[config.mk]
export PLATFORM = sky130hd
export DESIGN_NAME = adcss_sweep
export DESIGN_NICKNAME = d
export VERILOG_FILES = /design/src/rtl/adcss_pkg.sv /design/src/rtl/adcss_sweep.sv
export VERILOG_INCLUDE_DIRS = /design/src /design/src/rtl
export SDC_FILE = /design/constraint.sdc
export NUM_CORES = 1
export LEC_CHECK = 0
export BUFFER_PORTS_ARGS = -buffer_cell sky130_fd_sc_hd__buf_4
export CELL_PAD_IN_SITES_DETAIL_PLACEMENT = 1
export CELL_PAD_IN_SITES_GLOBAL_PLACEMENT = 1
export CORE_MARGIN = 1
export CORE_UTILIZATION = 45
export DETAILED_ROUTE_END_ITERATION = 8
export MAX_ROUTING_LAYER = met4
export PLACE_DENSITY_LB_ADDON = 0.1
export SYNTH_ARGS = -nofsm -noshare
export SYNTH_HDL_FRONTEND = slang
export SYNTH_SLANG_ARGS = --single-unit
export TNS_END_PERCENT = 20
[constraint.sdc]
create_clock -name sys_clk -period 2.4 [get_ports sys_clk]
set_input_delay 0.12 -clock sys_clk [delete_from_list [all_inputs] [get_ports sys_clk]]
set_output_delay 0.12 -clock sys_clk [all_outputs]
set_load 0.005 [all_outputs]
[src/rtl/adcss_map.svh]
// Register offsets, field positions and timing counts of the sweep sequencer.
// Assumes inclusion by bare name from the package and the design file.
`ifndef ADCSS_MAP_SVH
`define ADCSS_MAP_SVH

// ----------------------------------------------------------------------
// Register offsets (word index on the plain register port)
// ----------------------------------------------------------------------
`define ADCSS_OFF_CTRL    4'h0
`define ADCSS_OFF_STAT    4'h1
`define ADCSS_OFF_RES0    4'h8

// ----------------------------------------------------------------------
// Control register fields
// ----------------------------------------------------------------------
`define ADCSS_CTRL_START  0
`define ADCSS_CTRL_MODE_L 1
`define ADCSS_CTRL_MODE_H 2
`define ADCSS_CTRL_GRP_L  3
`define ADCSS_CTRL_GRP_H  4
`define ADCSS_CTRL_DIV_L  5
`define ADCSS_CTRL_DIV_H  6
`define ADCSS_CTRL_RES10  7
`define ADCSS_CTRL_RST    8'h00

// ----------------------------------------------------------------------
// Status register fields
// ----------------------------------------------------------------------
`define ADCSS_STAT_IRQ    0
`define ADCSS_STAT_BUSY   1
`define ADCSS_STAT_CH_L   4
`define ADCSS_STAT_CH_H   6

// ----------------------------------------------------------------------
// Conversion timing in converter clock ticks (10-bit and 8-bit)
// ----------------------------------------------------------------------
`define ADCSS_TICKS_10    6'h21
`define ADCSS_TICKS_8     6'h1c

`endif

[src/rtl/adcss_pkg.sv]
// Types shared by the sweep sequencer and its bench.
// Assumes the constant map header is on the include path.
package adcss_pkg;
    `include "adcss_map.svh"

    typedef enum logic [1:0] {
        ADCSS_MODE_SINGLE = 2'h0,
        ADCSS_MODE_REP0   = 2'h1,
        ADCSS_MODE_REP1   = 2'h2,
        ADCSS_MODE_RSVD   = 2'h3
    } adcss_mode_t;

    typedef enum logic [1:0] {
        ADCSS_DIV4 = 2'h0,
        ADCSS_DIV2 = 2'h1,
        ADCSS_DIV1 = 2'h2,
        ADCSS_DIVX = 2'h3
    } adcss_div_t;

    // Register port request
    typedef struct packed {
        logic [3:0]  addr;
        logic [15:0] wdata;
        logic        wr;
        logic        rd;
    } adcss_req_t;

    // Analog front-end handshake
    typedef struct packed {
        logic [2:0] channel;
        logic       res10;
        logic       start;
    } adcss_conv_t;
endpackage

[src/rtl/adcss_sweep.sv]
// A-D sweep sequencer: software start flag, channel walk, result registers.
// Assumes a comparator front end returning a 10-bit code with a done pulse.
`timescale 1ns/100ps
`include "adcss_map.svh"
module adcss_sweep
    import adcss_pkg::*;
#(
    parameter int unsigned CHANNELS = 8
)(
    input  wire logic                 sys_clk,
    input  wire logic                 reset_n,
    input  wire adcss_pkg::adcss_req_t busReq,
    output logic [15:0]               busRdata,
    input  wire logic [9:0]           sarCode,
    input  wire logic                 sarDone,
    output adcss_pkg::adcss_conv_t    convCtrl
);
    import adcss_pkg::*;

    // ------------------------------------------------------------------
    // Registers and state
    // ------------------------------------------------------------------
    typedef enum logic [1:0] {ST_IDLE, ST_CONV, ST_WAIT} adcss_state_t;

    logic [7:0]  ctrl_r;
    logic        irq_r;
    logic [9:0]  result_r [CHANNELS];
    logic [15:0] busRdata_r;
    adcss_state_t state_r;
    logic [2:0]  chan_r;
    logic [2:0]  extra_r;
    logic        inExtra_r;
    logic [1:0]  divCnt_r;
    logic        convStart_r;
    logic        syncDone1_r;
    logic        syncDone2_r;
    logic        syncDone3_r;
    logic [9:0]  codeSync1_r;
    logic [9:0]  codeSync2_r;

    // ------------------------------------------------------------------
    // Decode
    // ------------------------------------------------------------------
    wire         startFlag = ctrl_r[`ADCSS_CTRL_START];
    wire adcss_mode_t mode = adcss_mode_t'(
                     ctrl_r[`ADCSS_CTRL_MODE_H:`ADCSS_CTRL_MODE_L]);
    wire [1:0]   grp       = ctrl_r[`ADCSS_CTRL_GRP_H:`ADCSS_CTRL_GRP_L];
    wire adcss_div_t div   = adcss_div_t'(
                     ctrl_r[`ADCSS_CTRL_DIV_H:`ADCSS_CTRL_DIV_L]);
    wire         res10     = ctrl_r[`ADCSS_CTRL_RES10];
    wire         wrCtrl    = busReq.wr && (busReq.addr == `ADCSS_OFF_CTRL);
    wire         wrStat    = busReq.wr && (busReq.addr == `ADCSS_OFF_STAT);
    wire         rising    = wrCtrl && busReq.wdata[`ADCSS_CTRL_START]
                             && !startFlag;
    // Last channel of the emphasised group
    wire [2:0]   lastSel   = (mode == ADCSS_MODE_REP1)
                             ? {1'b0, grp}
                             : {grp, 1'b1};
    wire         endOfGrp  = (chan_r == lastSel);
    // Next unselected channel for repeat sweep 1, wraps past seven
    wire [2:0]   extraNext = (extra_r == 3'h7)
                             ? (lastSel + 3'h1)
                             : (extra_r + 3'h1);
    wire [2:0]   extraFirst = lastSel + 3'h1;
    wire         doneEdge  = syncDone2_r && !syncDone3_r;
    wire         busy      = (state_r != ST_IDLE);

    // Divider tick for the converter clock
    // Reserved divider code runs at the slowest rate rather than stalling
    wire         divTick   = (div == ADCSS_DIV1) ? 1'b1
                           : (div == ADCSS_DIV2) ? divCnt_r[0]
                           : (divCnt_r == 2'h3);

    wire [3:0]   rdIdx     = busReq.addr - `ADCSS_OFF_RES0;
    wire [15:0]  rdMux     =
        (busReq.addr == `ADCSS_OFF_CTRL) ? {8'h00, ctrl_r} :
        (busReq.addr == `ADCSS_OFF_STAT) ?
            {9'h000, chan_r, 2'h0, busy, irq_r} :
        (busReq.addr[3] && rdIdx < 4'(CHANNELS)) ?
            (res10 ? {6'h00, result_r[rdIdx[2:0]]}
                   : {8'h00, result_r[rdIdx[2:0]][9:2]}) :
        16'h0000;

    // ------------------------------------------------------------------
    // Synchronise the analog front end
    // ------------------------------------------------------------------
    // Code passes the same two stages as done, so it is settled first
    always_ff @(posedge sys_clk or negedge reset_n)
        if (!reset_n)
        begin
            syncDone1_r <= 1'b0;
            syncDone2_r <= 1'b0;
            syncDone3_r <= 1'b0;
            codeSync1_r <= 10'h000;
            codeSync2_r <= 10'h000;
        end
        else
        begin
            syncDone1_r <= sarDone;
            syncDone2_r <= syncDone1_r;
            syncDone3_r <= syncDone2_r;
            codeSync1_r <= sarCode;
            codeSync2_r <= codeSync1_r;
        end

    always_ff @(posedge sys_clk or negedge reset_n)
        if (!reset_n)
            divCnt_r <= 2'h0;
        else
            divCnt_r <= divCnt_r + 2'h1;

    // ------------------------------------------------------------------
    // Control register and interrupt request
    // ------------------------------------------------------------------
    wire sweepEnd = (state_r == ST_WAIT) && doneEdge && !inExtra_r
                    && endOfGrp && (mode == ADCSS_MODE_SINGLE);
    always_ff @(posedge sys_clk or negedge reset_n)
        if (!reset_n)
            ctrl_r <= `ADCSS_CTRL_RST;
        else if (wrCtrl)
            ctrl_r <= busReq.wdata[7:0];
        else if (sweepEnd)
            ctrl_r[`ADCSS_CTRL_START] <= 1'b0;

    // Set wins over software clear
    always_ff @(posedge sys_clk or negedge reset_n)
        if (!reset_n)
            irq_r <= 1'b0;
        else if (sweepEnd)
            irq_r <= 1'b1;
        else if (wrStat && !busReq.wdata[`ADCSS_STAT_IRQ])
            irq_r <= 1'b0;

    // ------------------------------------------------------------------
    // Sequencer next state
    // ------------------------------------------------------------------
    // A clear written in this very cycle already counts as stopped, so no
    // conversion slips out on the edge that takes the write
    wire         stopWr    = wrCtrl && !busReq.wdata[`ADCSS_CTRL_START];
    wire         runOn     = startFlag && !stopWr;
    wire         takeExtra = (mode == ADCSS_MODE_REP1)
                             && (lastSel != 3'h7);
    wire [2:0]   extraPick = (extra_r < extraFirst) ? extraFirst
                                                    : extraNext;

    adcss_state_t state_nxt;
    logic [2:0]   chan_nxt;
    logic [2:0]   extra_nxt;
    logic         inExtra_nxt;
    logic         convStart_nxt;

    always_comb
    begin
        state_nxt     = state_r;
        chan_nxt      = chan_r;
        extra_nxt     = extra_r;
        inExtra_nxt   = inExtra_r;
        convStart_nxt = 1'b0;
        case (state_r)
            ST_IDLE:
                if (rising)
                begin
                    chan_nxt    = 3'h0;
                    extra_nxt   = 3'h7;
                    inExtra_nxt = 1'b0;
                    state_nxt   = ST_CONV;
                end
            ST_CONV:
                if (!runOn)
                    state_nxt = ST_IDLE;
                else if (divTick)
                begin
                    convStart_nxt = 1'b1;
                    state_nxt     = ST_WAIT;
                end
            ST_WAIT:
                if (doneEdge)
                begin
                    state_nxt = ST_CONV;
                    if (!runOn)
                        state_nxt = ST_IDLE;
                    else if (inExtra_r)
                    begin
                        inExtra_nxt = 1'b0;
                        chan_nxt    = 3'h0;
                    end
                    else if (!endOfGrp)
                        chan_nxt = chan_r + 3'h1;
                    else if (mode == ADCSS_MODE_SINGLE)
                        state_nxt = ST_IDLE;
                    else if (takeExtra)
                    begin
                        inExtra_nxt = 1'b1;
                        extra_nxt   = extraPick;
                        chan_nxt    = extraPick;
                    end
                    else
                        chan_nxt = 3'h0;
                end
            default:
                state_nxt = ST_IDLE;
        endcase
    end

    // ------------------------------------------------------------------
    // Sequencer registers
    // ------------------------------------------------------------------
    always_ff @(posedge sys_clk or negedge reset_n)
        if (!reset_n)
        begin
            state_r     <= ST_IDLE;
            chan_r      <= 3'h0;
            extra_r     <= 3'h0;
            inExtra_r   <= 1'b0;
            convStart_r <= 1'b0;
        end
        else
        begin
            state_r     <= state_nxt;
            chan_r      <= chan_nxt;
            extra_r     <= extra_nxt;
            inExtra_r   <= inExtra_nxt;
            convStart_r <= convStart_nxt;
        end

    // ------------------------------------------------------------------
    // Result registers; one per channel
    // ------------------------------------------------------------------
    for (genvar i = 0; i < CHANNELS; i++)
    begin : g_res
        always_ff @(posedge sys_clk or negedge reset_n)
            if (!reset_n)
                result_r[i] <= 10'h000;
            else if (state_r == ST_WAIT && doneEdge && chan_r == 3'(i))
                result_r[i] <= codeSync2_r;
    end

    always_ff @(posedge sys_clk or negedge reset_n)
        if (!reset_n)
            busRdata_r <= 16'h0000;
        else
            busRdata_r <= busReq.rd ? rdMux : 16'h0000;

    assign busRdata         = busRdata_r;
    assign convCtrl.channel = chan_r;
    assign convCtrl.res10   = ctrl_r[`ADCSS_CTRL_RES10];
    assign convCtrl.start   = convStart_r;

endmodule // adcss_sweep

==> flow_summary.ini <==
[clocking]
cts_buffers = 17
cts.sink_count = 134
htree_levels = 4
cts.reportedPaths.clkPinSlew_ns = 0.06
cts_root_buf = clkbuf_16
cts_tree = yes
clock_path_buffers = 2
clk_latency_ns = 0.42

[synth]
ys_warn_count = 0
synth_cells = 421
yosys_register_bits = 134
synth_cell_types = 55
seq_area_frac_synth_pct = 55.1
syn-cell-area_um2 = 6080
synth-edff-count = 0
synthArstFlopShare_pct = 100
synth_flop_cell = dfrtp_1
postSynthAreaPerCell_um2 = 14.4

[setup_path]
crit_path_end_kind = register
crit_arrival_ns = 2.66
critPathLaunchType = register
path_max_fanout = 3
r2r_start = ctrl_r[1]$_DFFE_PN0N_
worstSetupPathType = register to register
cp.required_ns = 2.74
crit_path_start = ctrl_r[1]$_DFFE_PN0N_

[pwr]
clkPwrFrac_pct = 47.0
p_sw_w = 0.00134
p_seq_share_pct = 42.5
p_comb_share_pct = 10.5
ir_drop_mv = 0.467
internal_power_w = 0.00434
p_leak_nw = 3.68
swShare_pct = 23.5
power_density_nw_per_um2 = 750

[place]
dpl.cell_count = 647
post_dp_cell_area_um2 = 6750
dp_hpwl_um = 9340
portBuffers = 41
gp_congestion = 0.815

[finish]
layout_commonest_cell = dfrtp_1
seq_area_um2 = 3350
final_cells = 699
layout-drive-gt1-share_pct = 42.6
final_area_um2 = 7580
fill_cells = 1272
multi_input_area_um2 = 2630
nets = 558
num_antenna_cells = 0
area_growth_pct = 24.6
final_cell_mix = 134 x dfrtp_1, 94 x mux2_2, 65 x buf_4

[floorplan]
die_h_um = 118
row_count = 42
io_pins = 56
dieArea_um2 = 14000
core_area_um2 = 13200
initial_utilization_pct = 46.1
die_x_um = 118

[drt]
drt_iter0_drc = 138
via_per_inst = 5.47
vias = 3826
firstDrtPassIters = 4
routed_wl_um = 14300
drc = 0
antenna_left = 0
post_drt_wl_per_cell_um = 20.5

[timing]
fin_crit_sh_pct = 96.7
maxSlewViolCount = 0
grt_setup_unrepaired = true
clock.fmax_mhz = 431
max_slew_margin_pct = 56.0
period_minus_slack_ns = 2.32
hold_viol = 0
setup_violations = 0
skew_ns = 0.00692
worst_pin_slew_ns = 0.660

[global_route]
grt_max_degree = 74
antenna_found_initial = 0
track_usage_pct = 23.3
grt_overflow = 0
grt_pass1_vias = 4286
grt_pass1_wl_um = 23500

[flow_run]
cap_violations = 0

[status]
status = completed

[hold_path]
hp-class = input pin to register
min_from = busReq[1]
## stage by stage
step | TNS (ns) | setup WS, ns | total power [W] | hold slack (ns) | util, %
after global routing | -0.0252 | -0.0250 | 0.00591 | 0.0566 | 57.4
final | 0 | 0.0790 | 0.00568 | 0.0561 | 57.4
after floorplan | 0 | 0.0446 | 0.00279 | -0.176 | -
after detailed placement | 0 | 0.00284 | 0.00302 | 0.181 | 51.2
after global placement | 0 | 0.0710 | 0.00299 | 0.172 | 51.2
after CTS | 0 | 0.00181 | 0.00575 | 0.0358 | 57.4
## metal layers
metal  part of all wire (%)  global-route usage (%)  up-vias  wire, µm
met5                      0                       -        -         0
met4                    2.0                    8.41        0       284
met3                    3.7                    6.81       19       534
met2                     50                    37.6       74      7170
met1                     44                    27.8     2009      6320
li1                       -                       -     1724         -
## power groups by stage
stage / Combinational [W] / Sequential, W / Clock [W]
after CTS: 0.000603 / 0.00242 / 0.00273
final: 0.000596 / 0.00242 / 0.00267
after global placement: 0.000540 / 0.00245 / 0
after detailed placement: 0.000564 / 0.00245 / 0
after global routing: 0.000657 / 0.00243 / 0.00282
after floorplan: 0.000367 / 0.00242 / 0
## registers in the layout, summed over array words and instances, names as in the netlist
register	count
extra_r	3
divCnt_r	2
busRdata	10
ctrl_r	8
convStart_r	1
syncDone1_r	1
inExtra_r	1
result_r	80
syncDone2_r	1
codeSync2_r	10
syncDone3_r	1
irq_r	1
codeSync1_r	10
state_r	2
chan_r	3
## path summary, 6_finish.rpt
kind	endpoint	slack, ns	cells after the start
min reg2reg	codeSync2_r[1]$_DFF_PN0_	0.35	0
max reg2reg	chan_r[1]$_DFFE_PN0P_	0.08	12
max	chan_r[1]$_DFFE_PN0P_	0.08	12
max in group asynchronous	busRdata[8]$_DFF_PN0_	1.36	3
min	irq_r$_DFFE_PN0P_	0.06	4
min in group asynchronous	syncDone1_r$_DFF_PN0_	0.29	2
## cell families after synthesis
group | share of synthesized area, %
muxes | 26.7
other | 0.0617
xor gates and xnor gates | 0.576
adders and majority gates | 2.47
buffers and inverters | 3.09
AOI/OAI and AO/OA | 5.51
and+or+nand+nor | 6.46
DFF | 55.1
## Yosys cell counts, drive strengths merged (3+ instances only)
library cell  instances  area (µm²)
nor2b                 7        43.8
nor2                  7        26.3
dfrtp               134        3350
o21ai                11        58.8
a21oi                 8        40.0
a2bb2oi               3        26.3
mux2i                 7        70.1
mux2                 95        1070
o2bb2ai               3        26.3
a31oi                 4        25.0
mux4                 20         484
clkbuf                6        22.5
buf                  15         120
and2                  4        25.0
inv                  12        45.0
nand2                19        78.8
ha                   12         150
nand3                 9        45.0
nor3                  3        15.0
nand2b                5        38.8
nor4                  4        40.0
a22oi                 3        22.5
## critical path, stage by stage (launching register included)
cell,delay [ns]
dfrtp_1,0.37
nand2b_4,0.16
nor2_4,0.12
nor2b_2,0.06
ha_4,0.26
inv_2,0.04
ha_4,0.23
and2_1,0.15
o21bai_2,0.16
o31ai_4,0.12
mux2_4,0.33
a2bb2oi_2,0.13
o2bb2ai_1,0.12
## cell type report
type	instances	area share, %
Sequential cell	134	44.3
Clock inverter	11	1.95
Tap cell	176	2.91
Timing Repair Buffer	87	9.49
Clock buffer	20	6.16
Multi-Input combinational cell	259	34.6
Inverter	12	0.594
## repair_timing
item                                    in CTS  in global routing
resized for setup                            0                  2
endpoints found under the hold margin       91                  0
pin swaps                                    1                  0
hold buffers                                20                  0
endpoints found under the setup margin       1                  5
setup buffers                                1                  0
No activity file was read; power rests on OpenSTA's default activity.
